$ cat config.mk
export PLATFORM = sky130hd
export DESIGN_NAME = ccs_clock_ctrl
export DESIGN_NICKNAME = d
export VERILOG_FILES = /design/src/verilog/ccs_pkg.sv /design/src/verilog/ccs_clock_ctrl.sv /design/src/verilog/ccs_stab_counter.sv
export VERILOG_INCLUDE_DIRS = /design/src /design/src/verilog
export SDC_FILE = /design/constraint.sdc
export NUM_CORES = 1
export LEC_CHECK = 0
export BUFFER_PORTS_ARGS = -buffer_cell sky130_fd_sc_hd__buf_2
export CELL_PAD_IN_SITES_DETAIL_PLACEMENT = 1
export CELL_PAD_IN_SITES_GLOBAL_PLACEMENT = 2
export CORE_MARGIN = 5
export CORE_UTILIZATION = 33
export CTS_BUF_LIST = sky130_fd_sc_hd__clkbuf_8
export DETAILED_ROUTE_END_ITERATION = 8
export GPL_TIMING_DRIVEN = 0
export PLACE_DENSITY_LB_ADDON = 0.1
export RECOVER_POWER = 50
export SYNTH_ARGS = -nofsm -noshare
export SYNTH_HDL_FRONTEND = slang
export SYNTH_SLANG_ARGS = --single-unit
$ cat constraint.sdc
create_clock -name aclk -period 2.95 [get_ports aclk]
set_input_delay 0.4425 -clock aclk [delete_from_list [all_inputs] [get_ports aclk]]
set_output_delay 0.4425 -clock aclk [all_outputs]
set_load 0.02 [all_outputs]
$ cat src/verilog/ccs_cfg.svh
// register map, field positions, reset values and timing counts of the clock source control
`ifndef CCS_CFG_SVH
`define CCS_CFG_SVH
`define CCS_ADDR_MODE       8'h00
`define CCS_ADDR_RING_MODE  8'h04
`define CCS_ADDR_MOSC_STOP  8'h08
`define CCS_ADDR_STAB_STAT  8'h0c
`define CCS_ADDR_STAB_SEL   8'h10
`define CCS_ADDR_PCC        8'h14
`define CCS_MODE_SEL_BIT    0
`define CCS_MODE_STAT_BIT   1
`define CCS_RING_STOP_BIT   0
`define CCS_MOSC_STOP_BIT   7
`define CCS_PCC_MAIN_STOP   7
`define CCS_PCC_FB_OFF      6
`define CCS_PCC_SUB_SEL     4
`define CCS_STAB_SEL_RESET  3'h5
`define CCS_CLK_KHZ         50000
`define CCS_RING_KHZ        240
`define CCS_RING_DIV        (`CCS_CLK_KHZ / `CCS_RING_KHZ)
`define CCS_START_CYCLES    17
`define CCS_STAB_EXP0       11
`define CCS_STAB_EXP1       13
`define CCS_STAB_EXP2       14
`define CCS_STAB_EXP3       15
`define CCS_STAB_EXP4       16
`define CCS_RESP_OKAY       2'h0
`define CCS_RESP_SLVERR     2'h2
`endif

$ cat src/verilog/ccs_pkg.sv
// types shared by the clock source control modules
package ccs_pkg;
    typedef enum logic [2:0] {
        CCS_ST_START,
        CCS_ST_RUN,
        CCS_ST_HALT,
        CCS_ST_STOP,
        CCS_ST_STABWAIT
    } ccs_state_e;
    typedef logic [7:0] ccs_byte_t;
endpackage

$ cat src/verilog/ccs_clock_ctrl.sv
// cpu clock source control with its axi4-lite register slave
// Behaviour
// ring oscillator always starts after reset release
// build option decides if ring is stoppable
// prescaler follows the ring/main source, also when sub feeds cpu
// reset clears select bit, ring feeds cpu
// cpu clock withheld for 17 ring cycles
// both oscillators held stopped during reset
// software checks stability before selecting main
// read-only status bit shows current cpu source; the code shows ring or main only, also when sub feeds cpu
// ring stop only when allowed, off-ring
// main stop register acts only on ring
// subsystem mode: control register gates main
// stop ignored in subsystem mode, halt allowed
// stop release on main waits selected time
// software checks stability after ring stop release
// control bit 6 turns feedback resistor off
// cpu runs on ring without stabilization wait
// status reads 0 on ring, 1 main
// select field codes 1..5, reset value 5
// stability flags set shortest first, sticky
// status changes once switch really completed
`timescale 1ns/1ps
`include "ccs_cfg.svh"
module ccs_clock_ctrl
    import ccs_pkg::*;
#(
    parameter bit RING_STOPPABLE = 1'b1,
    parameter int RING_DIV       = `CCS_RING_DIV
) (
    input  wire logic        aclk,
    input  wire logic        aresetn,
    input  wire logic [7:0]  awaddr,
    input  wire logic        awvalid,
    output logic             awready,
    input  wire logic [31:0] wdata,
    input  wire logic [3:0]  wstrb,
    input  wire logic        wvalid,
    output logic             wready,
    output logic [1:0]       bresp,
    output logic             bvalid,
    input  wire logic        bready,
    input  wire logic [7:0]  araddr,
    input  wire logic        arvalid,
    output logic             arready,
    output logic [31:0]      rdata,
    output logic [1:0]       rresp,
    output logic             rvalid,
    input  wire logic        rready,
    input  wire logic        main_osc_clk,
    input  wire logic        sub_osc_clk,
    input  wire logic        stop_req,
    input  wire logic        halt_req,
    input  wire logic        wake_req,
    output logic             main_osc_en,
    output logic             internal_ring_oscillator_en,
    output logic             sub_fb_res_off,
    output logic             cpu_clk_en,
    output logic             periph_clk_en,
    output logic             cpu_on_main
);
    if (RING_DIV < 2 || RING_DIV > 65535) begin : g_bad_div
        $error("ccs_clock_ctrl: RING_DIV out of range");
    end

    // register state
    logic       sel_reg;
    logic       stat_reg;
    logic       rstop_reg;
    logic       mstop_reg;
    logic       mcc_reg;
    logic       fb_off_reg;
    logic       css_reg;
    logic [2:0] stsel_reg;
    logic       limit_on_reg;
    logic [4:0] stab_status;
    logic       stab_reached;

    // oscillator and clock state
    ccs_state_e state_reg;
    ccs_state_e state_next;
    logic [15:0] ring_div_reg;
    logic        ring_tick_reg;
    logic [4:0]  start_cnt_reg;
    logic        main_en_reg;
    logic        ring_en_reg;
    logic        cpu_en_reg;
    logic        per_en_reg;
    logic [2:0]  sync_reg [2];
    logic [1:0]  lvl_reg;
    logic [1:0]  tick_reg;

    // pin synchronisers; a level counts once stages two and three agree
    wire [1:0] pin_in = {sub_osc_clk, main_osc_clk};
    for (genvar p = 0; p < 2; p++) begin : g_pin
        always_ff @(posedge aclk) begin
            if (!aresetn) begin
                sync_reg[p] <= 3'h0;
                lvl_reg[p]  <= 1'b0;
                tick_reg[p] <= 1'b0;
            end else begin
                sync_reg[p] <= {sync_reg[p][1:0], pin_in[p]};
                if (sync_reg[p][1] == sync_reg[p][2]) begin
                    lvl_reg[p] <= sync_reg[p][2];
                end
                tick_reg[p] <= (sync_reg[p][1] == sync_reg[p][2])
                               && sync_reg[p][2] && !lvl_reg[p];
            end
        end
    end
    wire main_tick = tick_reg[0] && main_en_reg;
    wire sub_tick  = tick_reg[1];

    // ring oscillator modelled as an enable divider off aclk
    always_ff @(posedge aclk) begin
        if (!aresetn || !ring_en_reg) begin
            ring_div_reg  <= 16'h0000;
            ring_tick_reg <= 1'b0;
        end else begin
            ring_tick_reg <= (ring_div_reg == 16'(RING_DIV - 1));
            ring_div_reg  <= (ring_div_reg == 16'(RING_DIV - 1)) ? 16'h0000
                             : ring_div_reg + 16'h0001;
        end
    end

    // oscillator enables
    wire stop_entry = (state_reg == CCS_ST_RUN) && stop_req && !halt_req && !css_reg;
    wire main_on    = (state_reg != CCS_ST_STOP) && !stop_entry &&
                      (css_reg ? !mcc_reg : (stat_reg || !mstop_reg));
    wire ring_on    = !(RING_STOPPABLE && rstop_reg && (stat_reg || css_reg));
    wire sw_stop    = !main_on && (state_reg != CCS_ST_STOP) && !stop_entry;

    always_ff @(posedge aclk) begin
        if (!aresetn) begin
            main_en_reg <= 1'b0;
            ring_en_reg <= 1'b0;
        end else begin
            main_en_reg <= main_on;
            ring_en_reg <= 1'b1 & ring_on;
        end
    end

    // source switch completes on the first tick of the new source
    wire new_src_tick = sel_reg ? main_tick : ring_tick_reg;
    always_ff @(posedge aclk) begin
        if (!aresetn) begin
            stat_reg <= 1'b0;
        end else if (sel_reg != stat_reg && new_src_tick) begin
            stat_reg <= sel_reg;
        end
    end

    // cpu standby sequencing
    always_comb begin
        state_next = state_reg;
        case (state_reg)
            CCS_ST_START: begin
                if (ring_tick_reg && start_cnt_reg == 5'(`CCS_START_CYCLES - 1)) begin
                    state_next = CCS_ST_RUN;
                end
            end
            CCS_ST_RUN: begin
                if (halt_req) begin
                    state_next = CCS_ST_HALT;
                end else if (stop_entry) begin
                    state_next = CCS_ST_STOP;
                end
            end
            CCS_ST_HALT: begin
                if (wake_req) begin
                    state_next = CCS_ST_RUN;
                end
            end
            CCS_ST_STOP: begin
                if (wake_req) begin
                    state_next = stat_reg ? CCS_ST_STABWAIT : CCS_ST_RUN;
                end
            end
            CCS_ST_STABWAIT: begin
                if (stab_reached) begin
                    state_next = CCS_ST_RUN;
                end
            end
            default: state_next = CCS_ST_START;
        endcase
    end

    always_ff @(posedge aclk) begin
        if (!aresetn) begin
            state_reg     <= CCS_ST_START;
            start_cnt_reg <= 5'h00;
        end else begin
            state_reg <= state_next;
            if (state_reg == CCS_ST_START && ring_tick_reg) begin
                start_cnt_reg <= start_cnt_reg + 5'h01;
            end
        end
    end

    // clock enables toward cpu and prescaler
    wire cpu_src_tick = css_reg ? sub_tick : (stat_reg ? main_tick : ring_tick_reg);
    wire per_src_tick = stat_reg ? main_tick : ring_tick_reg;
    always_ff @(posedge aclk) begin
        if (!aresetn) begin
            cpu_en_reg <= 1'b0;
            per_en_reg <= 1'b0;
        end else begin
            cpu_en_reg <= (state_reg == CCS_ST_RUN) && cpu_src_tick;
            per_en_reg <= (state_reg != CCS_ST_STOP) && per_src_tick;
        end
    end

    // after a stop release the flags only run up to the selected time
    always_ff @(posedge aclk) begin
        if (!aresetn || sw_stop) begin
            limit_on_reg <= 1'b0;
        end else if (stop_entry) begin
            limit_on_reg <= 1'b1;
        end
    end

    ccs_stab_counter #(
        .CNT_W(17)
    ) u_stab (
        .aclk      (aclk),
        .aresetn   (aresetn),
        .clear     (!main_en_reg),
        .tick      (main_tick),
        .limit_sel (stsel_reg),
        .limit_on  (limit_on_reg),
        .status    (stab_status),
        .reached   (stab_reached)
    );

    // axi4-lite slave: address and data may arrive in either order
    logic        aw_got_reg;
    logic        w_got_reg;
    logic [7:0]  aw_addr_reg;
    logic [7:0]  w_byte_reg;
    logic        w_lane_reg;
    logic        awready_reg;
    logic        wready_reg;
    logic        bvalid_reg;
    logic [1:0]  bresp_reg;
    logic        arready_reg;
    logic        rvalid_reg;
    logic [31:0] rdata_reg;
    logic [1:0]  rresp_reg;

    wire wr_fire  = aw_got_reg && w_got_reg && !bvalid_reg;
    wire wr_lane  = wr_fire && w_lane_reg;
    wire wr_mode  = wr_lane && aw_addr_reg == `CCS_ADDR_MODE;
    wire wr_rcm   = wr_lane && aw_addr_reg == `CCS_ADDR_RING_MODE;
    wire wr_mosc  = wr_lane && aw_addr_reg == `CCS_ADDR_MOSC_STOP;
    wire wr_stsel = wr_lane && aw_addr_reg == `CCS_ADDR_STAB_SEL;
    wire wr_pcc   = wr_lane && aw_addr_reg == `CCS_ADDR_PCC;
    wire wr_map   = aw_addr_reg == `CCS_ADDR_MODE || aw_addr_reg == `CCS_ADDR_RING_MODE ||
                    aw_addr_reg == `CCS_ADDR_MOSC_STOP || aw_addr_reg == `CCS_ADDR_STAB_SEL ||
                    aw_addr_reg == `CCS_ADDR_PCC || aw_addr_reg == `CCS_ADDR_STAB_STAT;

    always_ff @(posedge aclk) begin
        if (!aresetn) begin
            awready_reg <= 1'b0;
            wready_reg  <= 1'b0;
            aw_got_reg  <= 1'b0;
            w_got_reg   <= 1'b0;
            aw_addr_reg <= 8'h00;
            w_byte_reg  <= 8'h00;
            w_lane_reg  <= 1'b0;
            bvalid_reg  <= 1'b0;
            bresp_reg   <= `CCS_RESP_OKAY;
        end else begin
            awready_reg <= awvalid && !awready_reg && !aw_got_reg && !bvalid_reg;
            wready_reg  <= wvalid && !wready_reg && !w_got_reg && !bvalid_reg;
            if (awvalid && awready_reg) begin
                aw_got_reg  <= 1'b1;
                aw_addr_reg <= {awaddr[7:2], 2'b00};
            end
            if (wvalid && wready_reg) begin
                w_got_reg  <= 1'b1;
                w_byte_reg <= wdata[7:0];
                w_lane_reg <= wstrb[0];
            end
            if (wr_fire) begin
                aw_got_reg <= 1'b0;
                w_got_reg  <= 1'b0;
                bvalid_reg <= 1'b1;
                bresp_reg  <= wr_map ? `CCS_RESP_OKAY : `CCS_RESP_SLVERR;
            end else if (bvalid_reg && bready) begin
                bvalid_reg <= 1'b0;
            end
        end
    end

    // software-written control bits
    always_ff @(posedge aclk) begin
        if (!aresetn) begin
            sel_reg    <= 1'b0;
            rstop_reg  <= 1'b0;
            mstop_reg  <= 1'b0;
            mcc_reg    <= 1'b0;
            fb_off_reg <= 1'b0;
            css_reg    <= 1'b0;
            stsel_reg  <= `CCS_STAB_SEL_RESET;
        end else begin
            if (wr_mode) sel_reg <= w_byte_reg[`CCS_MODE_SEL_BIT];
            if (wr_rcm) rstop_reg <= w_byte_reg[`CCS_RING_STOP_BIT];
            if (wr_mosc) mstop_reg <= w_byte_reg[`CCS_MOSC_STOP_BIT];
            if (wr_stsel) stsel_reg <= w_byte_reg[2:0];
            if (wr_pcc) begin
                mcc_reg    <= w_byte_reg[`CCS_PCC_MAIN_STOP];
                fb_off_reg <= w_byte_reg[`CCS_PCC_FB_OFF];
                css_reg    <= w_byte_reg[`CCS_PCC_SUB_SEL];
            end
        end
    end

    // read side
    wire [7:0] rd_mode  = {6'h00, stat_reg, sel_reg};
    wire [7:0] rd_rcm   = {7'h00, rstop_reg};
    wire [7:0] rd_mosc  = {mstop_reg, 7'h00};
    wire [7:0] rd_stab  = {3'h0, stab_status};
    wire [7:0] rd_stsel = {5'h00, stsel_reg};
    wire [7:0] rd_pcc   = {mcc_reg, fb_off_reg, 1'b0, css_reg, 4'h0};
    wire       rd_hit   = araddr[7:2] <= 6'h05;
    wire [7:0] rd_byte  = araddr[7:2] == 6'h00 ? rd_mode  :
                          araddr[7:2] == 6'h01 ? rd_rcm   :
                          araddr[7:2] == 6'h02 ? rd_mosc  :
                          araddr[7:2] == 6'h03 ? rd_stab  :
                          araddr[7:2] == 6'h04 ? rd_stsel :
                          araddr[7:2] == 6'h05 ? rd_pcc   : 8'h00;

    always_ff @(posedge aclk) begin
        if (!aresetn) begin
            arready_reg <= 1'b0;
            rvalid_reg  <= 1'b0;
            rdata_reg   <= 32'h0000_0000;
            rresp_reg   <= `CCS_RESP_OKAY;
        end else begin
            arready_reg <= arvalid && !arready_reg && !rvalid_reg;
            if (arvalid && arready_reg) begin
                rvalid_reg <= 1'b1;
                rdata_reg  <= {24'h000000, rd_byte};
                rresp_reg  <= rd_hit ? `CCS_RESP_OKAY : `CCS_RESP_SLVERR;
            end else if (rvalid_reg && rready) begin
                rvalid_reg <= 1'b0;
            end
        end
    end

    assign awready        = awready_reg;
    assign wready         = wready_reg;
    assign bvalid         = bvalid_reg;
    assign bresp          = bresp_reg;
    assign arready        = arready_reg;
    assign rvalid         = rvalid_reg;
    assign rdata          = rdata_reg;
    assign rresp          = rresp_reg;
    assign main_osc_en    = main_en_reg;
    assign internal_ring_oscillator_en    = ring_en_reg;
    assign sub_fb_res_off = fb_off_reg;
    assign cpu_clk_en     = cpu_en_reg;
    assign periph_clk_en  = per_en_reg;
    assign cpu_on_main    = stat_reg;

    // checks
    reset_stops_a: assert property (@(posedge aclk)
        $past(!aresetn) |-> !main_osc_en && !internal_ring_oscillator_en)
        else $error("oscillator running out of reset");
    ring_starts_a: assert property (@(posedge aclk) disable iff (!aresetn)
        $rose(aresetn) |=> internal_ring_oscillator_en)
        else $error("ring oscillator not started after reset");
    start_hold_a: assert property (@(posedge aclk) disable iff (!aresetn)
        state_reg == CCS_ST_START |-> !cpu_clk_en ##0 start_cnt_reg <= 5'd17)
        else $error("cpu clocked during start hold");
    start_end_a: assert property (@(posedge aclk) disable iff (!aresetn)
        state_reg == CCS_ST_START && ring_tick_reg && start_cnt_reg == 5'd16
        |=> state_reg == CCS_ST_RUN)
        else $error("start hold not ended after 17 ring cycles");
    status_follow_a: assert property (@(posedge aclk) disable iff (!aresetn)
        $changed(cpu_on_main) |-> $past(new_src_tick) && cpu_on_main == $past(sel_reg))
        else $error("status changed without completed switch");
    ring_keep_a: assert property (@(posedge aclk) disable iff (!aresetn)
        !cpu_on_main && !css_reg && $past(!cpu_on_main && !css_reg) && $past(aresetn)
        |-> internal_ring_oscillator_en)
        else $error("ring oscillator stopped while it clocks the cpu");
    main_keep_a: assert property (@(posedge aclk) disable iff (!aresetn)
        $past(cpu_on_main && !css_reg && state_reg != CCS_ST_STOP && !stop_entry)
        && $past(aresetn) |-> main_osc_en)
        else $error("main oscillator stopped while it clocks the cpu");
    sub_nostop_a: assert property (@(posedge aclk) disable iff (!aresetn)
        css_reg && state_reg == CCS_ST_RUN && stop_req && !halt_req
        |=> state_reg != CCS_ST_STOP)
        else $error("stop entered in subsystem mode");
    stab_wait_a: assert property (@(posedge aclk) disable iff (!aresetn)
        state_reg == CCS_ST_STABWAIT && !stab_reached |=> !cpu_clk_en)
        else $error("cpu clocked before stabilization time");
    flag_order_a: assert property (@(posedge aclk) disable iff (!aresetn)
        (stab_status[3:0] & ~stab_status[4:1]) == 4'h0)
        else $error("stabilization flags out of order");
    sel_reset_a: assert property (@(posedge aclk)
        $past(!aresetn) |-> stsel_reg == 3'h5 && !sel_reg)
        else $error("select field reset value wrong");
endmodule

$ cat src/verilog/ccs_stab_counter.sv
// main oscillator stabilization time counter with sticky threshold flags
`timescale 1ns/1ps
`include "ccs_cfg.svh"
module ccs_stab_counter
    import ccs_pkg::*;
#(
    parameter int CNT_W = 17
) (
    input  wire logic             aclk,
    input  wire logic             aresetn,
    input  wire logic             clear,
    input  wire logic             tick,
    input  wire logic [2:0]       limit_sel,
    input  wire logic             limit_on,
    output logic      [4:0]       status,
    output logic                  reached
);
    if (CNT_W < `CCS_STAB_EXP4 + 1) begin : g_bad_width
        $error("ccs_stab_counter: CNT_W too small for the longest wait");
    end

    localparam int EXPS [5] = '{`CCS_STAB_EXP0, `CCS_STAB_EXP1, `CCS_STAB_EXP2,
                                `CCS_STAB_EXP3, `CCS_STAB_EXP4};
    logic [CNT_W-1:0] cnt_reg;
    logic [4:0]       status_reg;
    logic [4:0]       set_now;
    wire  [2:0]       limit_idx = (limit_sel >= 3'h1 && limit_sel <= 3'h5) ?
                                  3'(limit_sel - 3'h1) : 3'h4;
    wire              cnt_full  = cnt_reg[CNT_W-1];

    // status bit 4 is the shortest threshold, bit 0 the longest
    for (genvar i = 0; i < 5; i++) begin : g_thr
        assign set_now[4-i] = (cnt_reg >= (CNT_W'(1) << EXPS[i]))
                              && (!limit_on || 3'(i) <= limit_idx);
    end

    always_ff @(posedge aclk) begin
        if (!aresetn || clear) begin
            cnt_reg <= '0;
        end else if (tick && !cnt_full) begin
            cnt_reg <= cnt_reg + CNT_W'(1);
        end
    end

    // a threshold met in the clearing cycle still sets its flag
    always_ff @(posedge aclk) begin
        if (!aresetn) begin
            status_reg <= 5'h00;
        end else begin
            status_reg <= (clear ? 5'h00 : status_reg) | set_now;
        end
    end

    assign status  = status_reg;
    assign reached = status_reg[3'(4) - limit_idx];
endmodule

==> impl_summary.log <==
INFO  metric fin_crit_sh = 0.9373
INFO  metric routed_via_density = ~4.7
INFO  metric critical_path_required = between 3000 and 4000 ps
INFO  metric finalCriticalPeriod = approximately 2800 ps
INFO  metric maxSlewHeadroom = 0.5534
INFO  metric first_global_vias = a little under 4000
INFO  metric vdd_drop_max = 0.2596 mV
INFO  metric tritoncts = done
INFO  metric maximum_number_of_pins_on_one_net_before_global_route_repair = 15
INFO  metric synthDistinctLibCells = 54
INFO  metric port-buffer-count = between 40 and 50
INFO  metric synth_top_flop_cell = dfxtp_1
INFO  metric grt_antenna_before_repair = 0
INFO  metric clock_insertion_delay_worst_skew = ~380 ps
INFO  metric track_usage = 0.1436
INFO  metric core_area = roughly 14000 um2
INFO  metric tritoncts_num_sinks = between 100 and 150
INFO  metric nNetsFinal = ~690
INFO  metric postSynth.asyncResetShare = 0
INFO  metric vias = 3747
INFO  metric worstMarginPinSlew = 664.7 ps
INFO  metric synth_top_cell_area_share = 0.4350
INFO  metric fin_worst_skew = 7.338 ps
INFO  metric area_of_the_multi_input_gates = ~2400 um2
INFO  metric register_clock_pin_slew_on_the_reported_worst_setup_and_hold_paths = 90 ps
INFO  metric clk_root_buffer_cell = clkbuf_8
INFO  metric grtUsageMet3 = 0.04068
INFO  metric finalWeightedCongestion = ~0.77
INFO  metric synthesis.area = 4648 um2
INFO  metric grt-busiest-layer = met2
INFO  metric post-route-worst-setup-slack = ~190 ps
INFO  metric diodes = 0
INFO  metric worst_path_dominant_cell_family = compound AO/OA/AOI/OAI gates
INFO  metric area.sequential = just over 2000 um2
INFO  metric report.final.hold_viol_count = 0
INFO  metric worstSetupPathType = reg -> reg
INFO  metric post_syn_area_per_cell = 8.803 um2
INFO  metric cts.path.max_buffers = 2
INFO  metric power_per_cell_area = 452.8 nW/um2
INFO  metric slowest_delay = just over 400 ps
INFO  metric route.detailed.drc = 0
INFO  metric critical_path_arrival = between 3000 and 4000 ps
INFO  metric area.growth.synth_to_final = 14.78%
INFO  metric maxClockFrequency = about 0.36 GHz
INFO  metric max_ffs_per_register = 17
INFO  metric drt_wl_total = between 10000 and 15000 um
INFO  metric yosysTopAreaCell = dfxtp_1
INFO  metric yosys_synthesis_warning_count = 0
INFO  metric cts-buffers-inserted = 9
INFO  metric cts_max_level = 3
INFO  metric crit_top_cell = ha_1
INFO  metric start_util = 0.3362
INFO  metric first_pass_iters = 4
INFO  metric rsz0062_at_grt = no
INFO  metric crit_path_cells = clkbuf_1 -> inv_1 -> ha_1 -> o21ai_0 -> ha_1 -> ha_1 -> mux2i_1 -> o21ai_0 -> mux2i_1 -> nand3_1 -> a41o_1
INFO  metric crit_path_max_fanout = 7
INFO  metric synth_seq_cells = between 100 and 150
INFO  metric worstSetupEndpointType = flip-flop
INFO  metric cts_repair_resize_count = 0
INFO  metric place.detailed.instances = about 800
INFO  metric overall_die_area = about 17000 um2
INFO  metric slew_viol_final = 0
INFO  metric ports = between 100 and 150
INFO  metric ys_seq_area_frac = 0.4350
INFO  metric setup_fix_buffers_added_after_clock_tree_synthesis = 0
INFO  metric maxcap_violations = 0
INFO  metric count_of_flip_flops_with_a_built_in_enable_after_synthesis = 0
INFO  metric post-dp-hpwl = 8802 um
INFO  metric critical-path-slowest-cell = o21ai_0
INFO  metric min_delay_path_class = in -> reg
INFO  metric result_of_the_run = finished clean
INFO  metric drive_above_1_share = 0.1221
INFO  metric dr.first_iter.drc_count = 114
INFO  metric die_w = approximately 130 um
INFO  metric rows = 43
INFO  metric setup-tns-final = 0 ps
INFO  metric global_route.usage.met1 = 0.1658
INFO  metric postCtsHoldBufs = 0
INFO  metric final.hold.worst_slack = around 260 ps
INFO  metric cells_after_synth = between 500 and 600
INFO  metric ant_nets = 0
INFO  metric setup.worst_path.start_class = flip-flop
INFO  metric p_leak = approximately 2.1 nW
INFO  metric final-setup-viol-count = 0
INFO  metric worst-path-buf-inv = 2
INFO  metric dp_worst_setup_slack = approximately 160 ps
INFO  metric final.fill_count = about 1700
INFO  metric grt_use_met2 = 0.2524
INFO  metric globalRouteOverflowTotal = 0
INFO  metric die_h = roughly 130 um
INFO  metric final_cells = 794
INFO  metric synth_area_leaders = dfxtp_1 43%, buf_4 4.4%, nand2_1 4.4%, nor2_1 4.1%, mux2i_1 3.4%
INFO  metric wire_length_of_the_first_global_routing_pass = between 15000 and 20000 um
INFO  metric detail_route.wl_per_cell = around 15 um
[layout make-up]
cell class,instances,area share
clock buffer,11,0.02838
timing repair buffer,46,0.03846
tap,180,0.04221
inverter,12,0.008443
multi-input combinational,394,0.4472
sequential,101,0.3790
buffer,47,0.05371
clock inverter,3,0.002580
[cell families (layout without fill, tap and decap cells)]
group                      after synthesis  count (layout)  share of synthesized area
muxes                                   17              17                    0.03688
other                                    1              27                  0.0008068
buffers and inverters                   59             119                    0.07133
and+or+nand+nor                        237             237                     0.2662
DFF                                    101             101                     0.4350
xor gates and xnor gates                33              33                    0.06218
adders and majority gates               11              11                    0.02961
AOI/OAI and AO/OA                       69              69                    0.09798
[path summary, 6_finish.rpt]
check | slack (ps) | from | depth (start not counted) | to
worst max register to register | 190 | stsel_reg[1] | 11 | state_reg[0]
worst max-delay path | 190 | stsel_reg[1] | 11 | state_reg[0]
worst min-delay path | 260 | main_osc_clk | 2 | sync_reg[0][0]
worst min register to register | 420 | lvl_reg[0] | 1 | tick_reg[0]
[stage by stage]
stage,instance area (um2),power (mW),utilization
6_report,5335,2.416,0.3858
5_1_grt,5335,2.536,0.3858
4_1_cts,5366,2.468,0.3881
3_5_place_dp,5201,1.653,0.3762
3_3_place_gp,5201,1.648,0.3762
2_1_floorplan,4746,1.587,-
[metal layers]
layer  vias up  part of all wire  wire, um
li1       1907                 -         -
met1      1763              0.45      5183
met2        58              0.49      5598
met3        19             0.038       442
met4         0             0.026       296
met5         -                 0         0
[report_power, final]
group	internal [mW]	leakage (nW)	total, mW	switching (mW)
clock network	0.338	0.0922	0.799	0.461
logic	0.0830	1.18	0.211	0.128
registers	1.39	0.817	1.41	0.0210
[layout by cell type, fill, tap and decap left out, types with 17 or more instances in the layout]
cell type	synthesis	routed
dfxtp_1	101	101
nand2_1	54	54
nor2_1	51	51
clkbuf_1	18	38
nand3_1	28	28
buf_2	1	27
buf_4	27	27
conb_1	1	27
a21boi_0	20	20
and2_1	21	18
xnor2_1	17	17
[Yosys cell counts, types with 11 or more instances]
library cell  instances
nor2b_1              16
ha_1                 11
nor2_1               51
and2_1               21
nand2_1              54
nand4_1              13
nand3_1              28
o21ai_0              16
xor2_1               16
buf_4                27
dfxtp_1             101
xnor2_1              17
inv_1                12
clkbuf_1             18
mux2i_1              16
a21boi_0             20
a21oi_1              15
Note: power is estimated with default switching activity, not from simulation.
